`config.mk`:
```
export PLATFORM = sky130hd
export DESIGN_NAME = sfp_core
export DESIGN_NICKNAME = d
export VERILOG_FILES = /design/src/rtl/sfp_core.v
export VERILOG_INCLUDE_DIRS = /design/src /design/src/rtl
export SDC_FILE = /design/constraint.sdc
export NUM_CORES = 2
export LEC_CHECK = 0
export ABC_AREA = 1
export BUFFER_PORTS_ARGS = -buffer_cell sky130_fd_sc_hd__buf_2
export CAP_MARGIN = 5
export CORE_MARGIN = 2
export CORE_UTILIZATION = 30
export DETAILED_ROUTE_END_ITERATION = 7
export PLACE_DENSITY = 0.49
export SYNTH_ARGS = -nofsm -noshare
export SYNTH_HDL_FRONTEND = slang
export SYNTH_SLANG_ARGS = --single-unit
```
`constraint.sdc`:
```
create_clock -name ref_clk -period 8.7 [get_ports ref_clk]
set_input_delay 2.175 -clock ref_clk [delete_from_list [all_inputs] [get_ports ref_clk]]
set_output_delay 2.175 -clock ref_clk [all_outputs]
set_load 0.01 [all_outputs]
```
`src/rtl/sfp_defines.vh`:
```
`ifndef SFP_DEFINES_VH
`define SFP_DEFINES_VH

// ==================================================================
// Opcodes
`define SFP_OP_WRITE_ENABLE_CMD       8'h06
`define SFP_OP_WRDI       8'h04
`define SFP_OP_RDSR       8'h05
`define SFP_OP_PP         8'h02
`define SFP_OP_QPP        8'h33
`define SFP_OP_SE         8'h20
`define SFP_OP_BE32       8'h52
`define SFP_OP_BE64       8'hd8
`define SFP_OP_CE1        8'hc7
`define SFP_OP_CE2        8'h60
`define SFP_OP_SUSP       8'h75
`define SFP_OP_RESM       8'h7a

// ==================================================================
// Status byte bit positions
`define SFP_ST_BUSY       0
`define SFP_ST_WEL        1
`define SFP_ST_SUS        7

// ==================================================================
// Operation kinds
`define SFP_K_PP          3'h0
`define SFP_K_SE          3'h1
`define SFP_K_BE32        3'h2
`define SFP_K_BE64        3'h3
`define SFP_K_CE          3'h4

// ==================================================================
// Timing
`define SFP_CLK_MHZ       10
`define SFP_PP_TIME_US    600
`define SFP_SE_TIME_US    60000
`define SFP_BE32_TIME_US  200000
`define SFP_BE64_TIME_US  350000
`define SFP_CE_TIME_US    2000000
`define SFP_SUS_TIME_US   20
`define SFP_RES_TIME_NS   200

// ==================================================================
// Buffering
`define SFP_FIFO_WIDTH    32
`define SFP_FIFO_DEPTH    32

`endif

```
`src/rtl/sfp_core.v`:
```
// Summary of operation
// - Page program is 02h, 24-bit address, data bytes; needs latch set.
// - Write enable command sets the write enable latch.
// - Data address wraps within the 256-byte page; late bytes overwrite.
// - Partial page program leaves untouched bytes of the page unchanged.
// - Chip select must rise on a byte boundary, else command discarded.
// - Chip select rise starts timed cycle; busy is 1 until it ends.
// - Read status stays serviced during program and erase cycles.
// - Write enable latch clears when busy sets at cycle start, not on resume.
// - Quad program 33h needs quad enable and latch; data on four lines.
// - Sector erase 20h with address erases the 4K sector, timed.
// - Half block erase 52h with address erases the 32K block, timed.
// - Block erase D8h with address erases the 64K block, timed.
// - Chip erase C7h or 60h, no address, erases the whole array.
// - Program only drives bits toward 0; erase returns them to 1.
// - Suspend 75h accepted only when not suspended and busy, else ignored.
// - Accepted suspend sets suspend flag at once, busy clears within latency.
// - Suspend is ignored during chip erase.
// - While erase suspended, status writes and erase opcodes are refused.
// - While program suspended, program opcodes are refused as well.
// - Reset while suspended ends suspension and clears the suspend flag.
// - Resume 7Ah only when suspended and idle; flag clears, busy sets fast.
`timescale 1ns/1ns
`default_nettype none
`include "sfp_defines.vh"

// ==================================================================
// Program data FIFO with registered head
module sfp_fifo #(
    parameter WIDTH = `SFP_FIFO_WIDTH,
    parameter DEPTH = `SFP_FIFO_DEPTH,
    parameter AW    = 5
) (
    // Clock and reset
    input  wire             ref_clk,
    input  wire             rst_n,
    // Fill side
    input  wire             in_valid,
    output wire             in_ready,
    input  wire [WIDTH-1:0] in_data,
    // Drain side
    output reg              out_valid,
    input  wire             out_ready,
    output reg  [WIDTH-1:0] out_data,
    // State
    output wire             idle
);
    // Depth must be a power of two for pointer wrap
    localparam [AW:0] FULL = DEPTH;
    reg  [WIDTH-1:0] mem [0:DEPTH-1];
    reg  [AW-1:0]    wptr;
    reg  [AW-1:0]    rptr;
    reg  [AW:0]      cnt;
    wire             push;
    wire             pop;

    assign in_ready = (cnt != FULL);
    assign push     = in_valid & in_ready;
    assign pop      = (cnt != {(AW+1){1'b0}}) & (~out_valid | out_ready);
    assign idle     = (cnt == {(AW+1){1'b0}}) & ~out_valid;

    always @(posedge ref_clk) begin
        if (push) begin
            mem[wptr] <= in_data;
        end
    end

    always @(posedge ref_clk) begin
        if (!rst_n) begin
            wptr      <= {AW{1'b0}};
            rptr      <= {AW{1'b0}};
            cnt       <= {(AW+1){1'b0}};
            out_valid <= 1'b0;
            out_data  <= {WIDTH{1'b0}};
        end else begin
            if (push) begin
                wptr <= wptr + 1'b1;
            end
            if (pop) begin
                out_data  <= mem[rptr];
                rptr      <= rptr + 1'b1;
                out_valid <= 1'b1;
            end else if (out_ready) begin
                out_valid <= 1'b0;
            end
            if (push & ~pop) begin
                cnt <= cnt + 1'b1;
            end else if (pop & ~push) begin
                cnt <= cnt - 1'b1;
            end
        end
    end
endmodule

// ==================================================================
// Program / erase / suspend sequencer
module sfp_core #(
    parameter [31:0] PP_CYC   = `SFP_PP_TIME_US * `SFP_CLK_MHZ,
    parameter [31:0] SE_CYC   = `SFP_SE_TIME_US * `SFP_CLK_MHZ,
    parameter [31:0] BE32_CYC = `SFP_BE32_TIME_US * `SFP_CLK_MHZ,
    parameter [31:0] BE64_CYC = `SFP_BE64_TIME_US * `SFP_CLK_MHZ,
    parameter [31:0] CE_CYC   = `SFP_CE_TIME_US * `SFP_CLK_MHZ,
    parameter [31:0] SUS_CYC  = `SFP_SUS_TIME_US * `SFP_CLK_MHZ
) (
    // Clock and reset
    input  wire        ref_clk,
    input  wire        rst_n,
    // Serial link pins
    input  wire        sck,
    input  wire        cs_n,
    input  wire [3:0]  io_in,
    output reg  [3:0]  io_out,
    output reg  [3:0]  io_oe,
    // Configuration and status
    input  wire        quad_enable_bit,
    output reg         busy,
    output reg         write_enable_latch,
    output reg         suspend_flag,
    // Array program port
    output wire        mem_valid,
    input  wire        mem_ready,
    output wire [23:0] mem_addr,
    output wire [7:0]  mem_data,
    // Array erase port
    output reg         erase_valid,
    output reg  [2:0]  erase_kind,
    output reg  [23:0] erase_addr
);
    localparam [3:0] ST_IDLE = 4'b0001;
    localparam [3:0] ST_RUN  = 4'b0010;
    localparam [3:0] ST_SUSW = 4'b0100;
    localparam [3:0] ST_SUSP = 4'b1000;

    // ==============================================================
    // Pin synchronisers
    reg        sck_s1;
    reg        sck_s2;
    reg        sck_s3;
    reg        cs_s1;
    reg        cs_s2;
    reg        cs_s3;
    reg  [3:0] io_s1;
    reg  [3:0] io_s2;

    always @(posedge ref_clk) begin
        if (!rst_n) begin
            sck_s1 <= 1'b0;
            sck_s2 <= 1'b0;
            sck_s3 <= 1'b0;
            cs_s1  <= 1'b1;
            cs_s2  <= 1'b1;
            cs_s3  <= 1'b1;
            io_s1  <= 4'h0;
            io_s2  <= 4'h0;
        end else begin
            sck_s1 <= sck;
            sck_s2 <= sck_s1;
            sck_s3 <= sck_s2;
            cs_s1  <= cs_n;
            cs_s2  <= cs_s1;
            cs_s3  <= cs_s2;
            io_s1  <= io_in;
            io_s2  <= io_s1;
        end
    end

    wire sel     = ~cs_s2;
    wire rise    = sel & sck_s2 & ~sck_s3;
    wire fall    = sel & ~sck_s2 & sck_s3;
    wire cs_rise = cs_s2 & ~cs_s3;

    // ==============================================================
    // Byte assembly
    reg  [7:0]  shreg;
    reg  [2:0]  bitcnt;
    reg  [2:0]  bytecnt;
    reg  [7:0]  opcode;
    reg         quad_ph;
    reg  [23:0] addr;
    reg  [7:0]  addr_lo;
    reg         rd_active;
    reg  [2:0]  fbit;
    reg  [7:0]  pbuf [0:255];
    reg  [255:0] pmask;
    reg  [3:0]  state;
    reg  [2:0]  kind;
    reg  [31:0] tmr;
    reg  [31:0] target;
    reg  [8:0]  widx;
    reg  [7:0]  next_sh;
    reg  [2:0]  next_bitcnt;
    reg         byte_done;

    wire is_prog  = (opcode == `SFP_OP_PP) | (opcode == `SFP_OP_QPP);
    wire buf_open = (state == ST_IDLE);
    wire [7:0] status_live = {suspend_flag, 5'h00, write_enable_latch, busy};
    // Data phase write into page buffer; address byte 3 seeds the column
    wire pbuf_we = rise & byte_done & (bytecnt >= 3'h4) & is_prog & buf_open;

    always @* begin
        next_sh     = quad_ph ? {shreg[3:0], io_s2} : {shreg[6:0], io_s2[0]};
        next_bitcnt = quad_ph ? bitcnt + 3'h4 : bitcnt + 3'h1;
        byte_done   = quad_ph ? bitcnt[2] : (bitcnt == 3'h7);
    end

    always @(posedge ref_clk) begin
        if (pbuf_we) begin
            pbuf[addr_lo] <= next_sh;
        end
    end

    always @(posedge ref_clk) begin
        if (!rst_n) begin
            shreg     <= 8'h00;
            bitcnt    <= 3'h0;
            bytecnt   <= 3'h0;
            opcode    <= 8'h00;
            quad_ph   <= 1'b0;
            addr      <= 24'h000000;
            addr_lo   <= 8'h00;
            rd_active <= 1'b0;
            fbit      <= 3'h0;
            pmask     <= {256{1'b0}};
            io_out    <= 4'h0;
            io_oe     <= 4'h0;
        end else if (!sel) begin
            // Deselect resets framing; a partial byte is simply dropped
            bitcnt    <= 3'h0;
            bytecnt   <= 3'h0;
            quad_ph   <= 1'b0;
            rd_active <= 1'b0;
            io_oe     <= 4'h0;
        end else begin
            if (rise) begin
                shreg  <= next_sh;
                bitcnt <= next_bitcnt;
                if (byte_done) begin
                    if (bytecnt != 3'h5) begin
                        bytecnt <= bytecnt + 3'h1;
                    end
                    if (bytecnt == 3'h0) begin
                        opcode <= next_sh;
                        // Quad lines only when enabled
                        quad_ph <= (next_sh == `SFP_OP_QPP) & quad_enable_bit;
                        // Status stays readable in every state
                        rd_active <= (next_sh == `SFP_OP_RDSR);
                        fbit      <= 3'h0;
                        if (((next_sh == `SFP_OP_PP) | (next_sh == `SFP_OP_QPP)) & buf_open) begin
                            pmask <= {256{1'b0}};
                        end
                    end else if (bytecnt <= 3'h3) begin
                        addr <= {addr[15:0], next_sh};
                        if (bytecnt == 3'h3) begin
                            addr_lo <= next_sh;
                        end
                    end else if (is_prog & buf_open) begin
                        // Column wraps inside the page by 8-bit overflow
                        pmask[addr_lo] <= 1'b1;
                        addr_lo        <= addr_lo + 8'h01;
                    end
                end
            end
            if (fall & rd_active) begin
                // Live status, so busy polling sees each change
                io_out[1] <= status_live[~fbit];
                io_oe[1]  <= 1'b1;
                fbit      <= fbit + 3'h1;
            end
        end
    end

    // ==============================================================
    // Command execution at chip select rise
    wire aligned  = (bitcnt == 3'h0);
    wire one_byte = aligned & (bytecnt == 3'h1);
    wire adr_only = aligned & (bytecnt == 3'h4);
    wire has_data = aligned & (bytecnt == 3'h5);
    wire op_erase = (opcode == `SFP_OP_SE) | (opcode == `SFP_OP_BE32) |
                    (opcode == `SFP_OP_BE64);
    wire op_chip  = (opcode == `SFP_OP_CE1) | (opcode == `SFP_OP_CE2);
    // Opcodes 01h/31h have no effect here; refused while suspended
    // Idle-only start means suspended states refuse program and erase
    wire can_start = (state == ST_IDLE) & write_enable_latch;
    wire go_pp   = can_start & has_data & ((opcode == `SFP_OP_PP) |
                   ((opcode == `SFP_OP_QPP) & quad_ph));
    wire go_er   = can_start & adr_only & op_erase;
    wire go_ce   = can_start & one_byte & op_chip;
    wire susp_ok = (state == ST_RUN) & (kind != `SFP_K_CE) & ~suspend_flag & busy;

    // FIFO feed from page buffer during the program cycle
    wire        walk_act = (state == ST_RUN) & (kind == `SFP_K_PP) & ~widx[8];
    wire        walk_hit = walk_act & pmask[widx[7:0]];
    wire        fifo_rdy;
    wire        fifo_idle;
    // Only received columns reach the array
    wire [31:0] fifo_din = {addr[23:8], widx[7:0], pbuf[widx[7:0]]};

    always @* begin
        case (kind)
            `SFP_K_PP:   target = PP_CYC;
            `SFP_K_SE:   target = SE_CYC;
            `SFP_K_BE32: target = BE32_CYC;
            `SFP_K_BE64: target = BE64_CYC;
            default:     target = CE_CYC;
        endcase
    end

    always @(posedge ref_clk) begin
        if (!rst_n) begin
            // Reset ends any suspension
            state              <= ST_IDLE;
            suspend_flag       <= 1'b0;
            busy               <= 1'b0;
            write_enable_latch <= 1'b0;
            kind               <= `SFP_K_PP;
            tmr                <= 32'h00000000;
            widx               <= 9'h000;
            erase_valid        <= 1'b0;
            erase_kind         <= `SFP_K_PP;
            erase_addr         <= 24'h000000;
        end else begin
            erase_valid <= 1'b0;
            case (state)
                ST_IDLE: begin
                    if (cs_rise) begin
                        if (go_pp | go_er | go_ce) begin
                            // Timed cycle begins at chip select rise
                            state              <= ST_RUN;
                            busy               <= 1'b1;
                            write_enable_latch <= 1'b0;
                            tmr                <= 32'h00000000;
                            widx               <= 9'h000;
                        end else if (one_byte & (opcode == `SFP_OP_WRITE_ENABLE_CMD)) begin
                            write_enable_latch <= 1'b1;
                        end else if (one_byte & (opcode == `SFP_OP_WRDI)) begin
                            write_enable_latch <= 1'b0;
                        end
                        if (go_pp) begin
                            kind <= `SFP_K_PP;
                        end
                        if (go_er | go_ce) begin
                            // Erase port sets the region to all ones
                            erase_valid <= 1'b1;
                            erase_addr  <= go_ce ? 24'h000000 : addr;
                            if (go_ce) begin
                                kind       <= `SFP_K_CE;
                                erase_kind <= `SFP_K_CE;
                            end else if (opcode == `SFP_OP_SE) begin
                                kind       <= `SFP_K_SE;
                                erase_kind <= `SFP_K_SE;
                            end else if (opcode == `SFP_OP_BE32) begin
                                kind       <= `SFP_K_BE32;
                                erase_kind <= `SFP_K_BE32;
                            end else begin
                                kind       <= `SFP_K_BE64;
                                erase_kind <= `SFP_K_BE64;
                            end
                        end
                    end
                end
                ST_RUN: begin
                    if (cs_rise & one_byte & (opcode == `SFP_OP_SUSP) & susp_ok) begin
                        suspend_flag <= 1'b1;
                        state        <= ST_SUSW;
                        tmr          <= 32'h00000000;
                    end else begin
                        if (tmr != target) begin
                            tmr <= tmr + 32'h00000001;
                        end
                        if (walk_act & (~walk_hit | fifo_rdy)) begin
                            widx <= widx + 9'h001;
                        end
                        // Busy holds until time elapsed and data drained
                        if ((tmr == target) & ~walk_act & fifo_idle) begin
                            busy  <= 1'b0;
                            state <= ST_IDLE;
                        end
                    end
                    if (cs_rise & one_byte & (opcode == `SFP_OP_WRITE_ENABLE_CMD)) begin
                        write_enable_latch <= 1'b1;
                    end
                end
                ST_SUSW: begin
                    // Elapsed time discarded, timer counts latency; busy drops at end of latency
                    if (tmr >= SUS_CYC - 32'h00000001) begin
                        busy  <= 1'b0;
                        state <= ST_SUSP;
                        tmr   <= 32'h00000000;
                    end else begin
                        tmr <= tmr + 32'h00000001;
                    end
                end
                ST_SUSP: begin
                    if (cs_rise & one_byte) begin
                        if (opcode == `SFP_OP_RESM) begin
                            // Elapsed time restarts from zero on resume
                            suspend_flag <= 1'b0;
                            busy         <= 1'b1;
                            state        <= ST_RUN;
                        end else if (opcode == `SFP_OP_WRITE_ENABLE_CMD) begin
                            write_enable_latch <= 1'b1;
                        end else if (opcode == `SFP_OP_WRDI) begin
                            write_enable_latch <= 1'b0;
                        end
                    end
                end
                default: begin
                    state <= ST_IDLE;
                end
            endcase
        end
    end

    // ==============================================================
    // Program data path; array applies bytes as AND
    sfp_fifo #(
        .WIDTH (`SFP_FIFO_WIDTH),
        .DEPTH (`SFP_FIFO_DEPTH),
        .AW    (5)
    ) u_fifo (
        .ref_clk   (ref_clk),
        .rst_n     (rst_n),
        .in_valid  (walk_hit),
        .in_ready  (fifo_rdy),
        .in_data   (fifo_din),
        .out_valid (mem_valid),
        .out_ready (mem_ready),
        .out_data  ({mem_addr, mem_data}),
        .idle      (fifo_idle)
    );
endmodule

`default_nettype wire

```
==> results.md <==
* GRT overflow at 0
* Drt wl/cell at approximately 24 um
* Final cycle utilization of the critical path at a little under two thirds
* CTS Buf Count at roughly 380
* Fin nets at 12300
* Worst Hold Class: reg -> reg
* Row cnt at 253
* Asr flop ratio synth at 0%
* Share of cells above drive strength 1 at a little under a tenth
* Int Pwr at around 28 mW
* Die Y at 693 um
* Area Overhead vs Synth at 14.4%
* First-pass DRT Iterations at 6
* Peak VDD IR at 0.219 mV
* Hold Fails Final Rpt at 0
* PostCTS Resize Cnt at 0
* Rel. slew slack at 7.09%
* Die width at 693 um
* Register bit total from synthesis at 3538
* H-Tree Depth at 5
* WP buf/inv at 6
* Num ports at 82
* Post-synth EDFFs at 3072
* Via/cell ratio at between 5 and 6
* Setup Skew at 0.132 ns
* CP Max Fanout at 34
* List of most frequent post-synthesis cells: edfxtp_1, nor2_1, o21ai_0
* Yosys top cell area share at 64.7%
* Number of remaining DRC errors at 0
* Crit end category: flip-flop
* Clk pin slew, worst setup/hold paths at roughly 0.060 ns
* Fin crit period at 5.52 ns
* Critical Path Stages at 17
* Syn_area_per_cell at roughly 12 um2
* Arrival time worst endpoint at 6.05 ns
* Combinational power share at 8.4%
* Crit path cell chain: buf_4 > inv_1 > nor2_1 > buf_4 > nand2_1 > nand2_1 > inv_1 > nand2_1 > a21oi_1 > nand3_1 > nand3_1 > nand2_1 > nand3_1 > inv_2 > nand2_1 > nor2_4 > buf_4
* Post-Syn Instances at between 10000 and 15000
* Status: finished clean
* Total negative setup slack at 0 ns
* Largest net degree at the start of global routing at 240
* Die area at 0.480 mm2
* First-pass GRT wire length at ~650000 um
* Crit-path leading delay family: simple AND/OR/NAND/NOR gates
* Synth top area cells: edfxtp_1, dfxtp_1, o21ai_0
* Total GRT Usage at 17.8%
* Peak Freq at 181 MHz
* R2R setup slack at 3.18 ns
* Cell variety after synth at 47
* Post-synthesis sequential area ratio at around 71%
* Initial antenna violation count at 11
* Number of global-route vias before repair at between 90000 and 100k
* # placed instances at 18100
* WS Path Type: reg -> reg
* Crit path top cell by count: nand2_1
* I/O Buffers at 75
* Post-CTS setup buffers at 0
* CP max-delay cell: nor2_4
* Core box area at 0.474 mm2
* Starting DRC count in detailed routing at slightly below 10000
* Synth Warn # at 0
* Final non-filler cell total at 18800
* Max incr delay on CP at 0.76 ns
* Actual slew at the worst max-slew pin at 1.39 ns
* Hold path cells at 2
* Sink Count at ~3500
* Clock latency on the worst-skew pair at 1.01 ns
* Net switching power at between 9 and 10 mW
* Routability congestion estimate at 0.820
* Biggest area consumer among synthesized cells: edfxtp_1
* Startpoint Class: flip-flop
* Dpl hpwl at around 240000 um
* Net switching fraction of the power at 24.9%
* Clock root buffer: clkbuf_16
* Deepest clock path buffer count at 4
* Hold-fix buffers at CTS at 0
* Top-count cell post-synth: edfxtp_1
* Initial core utilization at a little under a third
* Worst EP required at 9.23 ns
* Final setup fails at 0
* RSZ-0062 raised after global routing: false
* Dominant synthesized flop cell: edfxtp_1
* DR vias at 97300
* Seq pwr share at between 40% and 50%
* Leakage at 56.5 nW
* Mapped cell area at 0.142 mm2
* PD cells at 230 mW/mm2
* Antenna viol nets, final at 0
* CTS tree: yes
* Total of max-cap violations at 0
* Clock power frac at 42.5%
* Slew Limit Fails at 0
* DRT Wirelength at about 450000 um
* FF-to-FF path depth at 17
-- power groups by stage --
stage          combinational [mW]  sequential (mW)  clock (mW)
3_5_place_dp                 3.13             18.8           0
3_3_place_gp                 3.14             18.8           0
5_1_grt                      3.45             18.4        16.9
6_report                     3.14             18.4        15.9
2_1_floorplan                1.91             18.8           0
4_1_cts                      3.14             18.4        16.3
-- worst paths after layout --
path         startpoint               end
max reg2reg     widx[3]  u_fifo.mem[1][7]
min            io_s1[0]          io_s2[0]
max             widx[3]  u_fifo.mem[1][7]
min reg2reg    io_s1[0]          io_s2[0]
-- per-stage QoR --
stage	setup slack [ns]	hold WS, ns	utilization [%]	power [mW]	instance area (um2)
floorplan	3.33	0.390	-	20.7	142000
global placement	3.36	0.406	31.8	21.9	151000
detailed placement	3.24	0.405	31.8	21.9	151000
CTS	3.22	0.417	34.4	37.8	163000
global route	2.91	0.423	34.4	38.8	163000
finish	3.18	0.408	34.4	37.5	163000
-- layer usage --
metal,part of all wire (%),GRT usage [%],routed length (um),vias up
li1,-,-,-,44700
met1,46,25.6,205000,49200
met2,46,28.5,204000,2744
met3,5.5,2.22,24700,621
met4,2.7,4.78,11900,0
met5,0,0,0,-
-- sequential cells by signal, indices dropped and copies added, names as in the netlist, 9 cells and up, named ones only --
register         cells
tmr                 32
u_fifo.mem        1024
pmask              256
addr                24
u_fifo.out_data     32
erase_addr          24
widx                 9
pbuf              2048
-- cell families (layout without fill, tap and decap cells) --
logic type,count (synthesis),count (layout),share of synthesized area (%)
DFF,3538,3538,71.3
and+or+nand+nor,4044,4044,11.9
other,1,9,0.00263
xor gates and xnor gates,22,22,0.135
AOI/OAI and AO/OA,3269,3269,12.6
buffers and inverters,1396,1676,3.92
adders and majority gates,26,26,0.234
-- area by class of cell --
type	instances	area (um2)
multi-input cells	7367	35700
repair buffers	501	3900
well taps	6247	7820
diodes	3	7.51
inverters	477	1890
clock buffers	490	10100
flip-flops and latches	3538	102000
clock inverters	208	1950
fillers	46800	311000
-- cell usage in the layout (no fill, tap or decap), types with 21 or more instances in the layout --
| cell | instances |
|---|---|
| edfxtp_1 | 3072 |
| nor2_1 | 1870 |
| o21ai_0 | 1828 |
| nand2_1 | 934 |
| o22ai_1 | 764 |
| nand3_1 | 735 |
| a21oi_1 | 488 |
| dfxtp_1 | 439 |
| inv_1 | 435 |
| buf_4 | 395 |
| clkbuf_16 | 386 |
| nor3_1 | 297 |
| clkinv_1 | 103 |
| o221ai_1 | 97 |
| clkbuf_1 | 97 |
| nand4_1 | 87 |
| buf_2 | 78 |
| o211ai_1 | 55 |
| clkinv_2 | 46 |
| nor2_4 | 32 |
| bufinv_16 | 29 |
| buf_12 | 27 |
| ha_1 | 25 |
| inv_2 | 23 |
| nor3_2 | 21 |
-- worst reg2reg max path, delay by kind of cell (launching register included) --
kind	cells	cell delay, ns
and+or+nand+nor	10	2.84
AOI/OAI and AO/OA	1	0.06
DFF	1	0.31
buffers and inverters	6	1.84
Note: power is estimated with default switching activity, not from simulation.
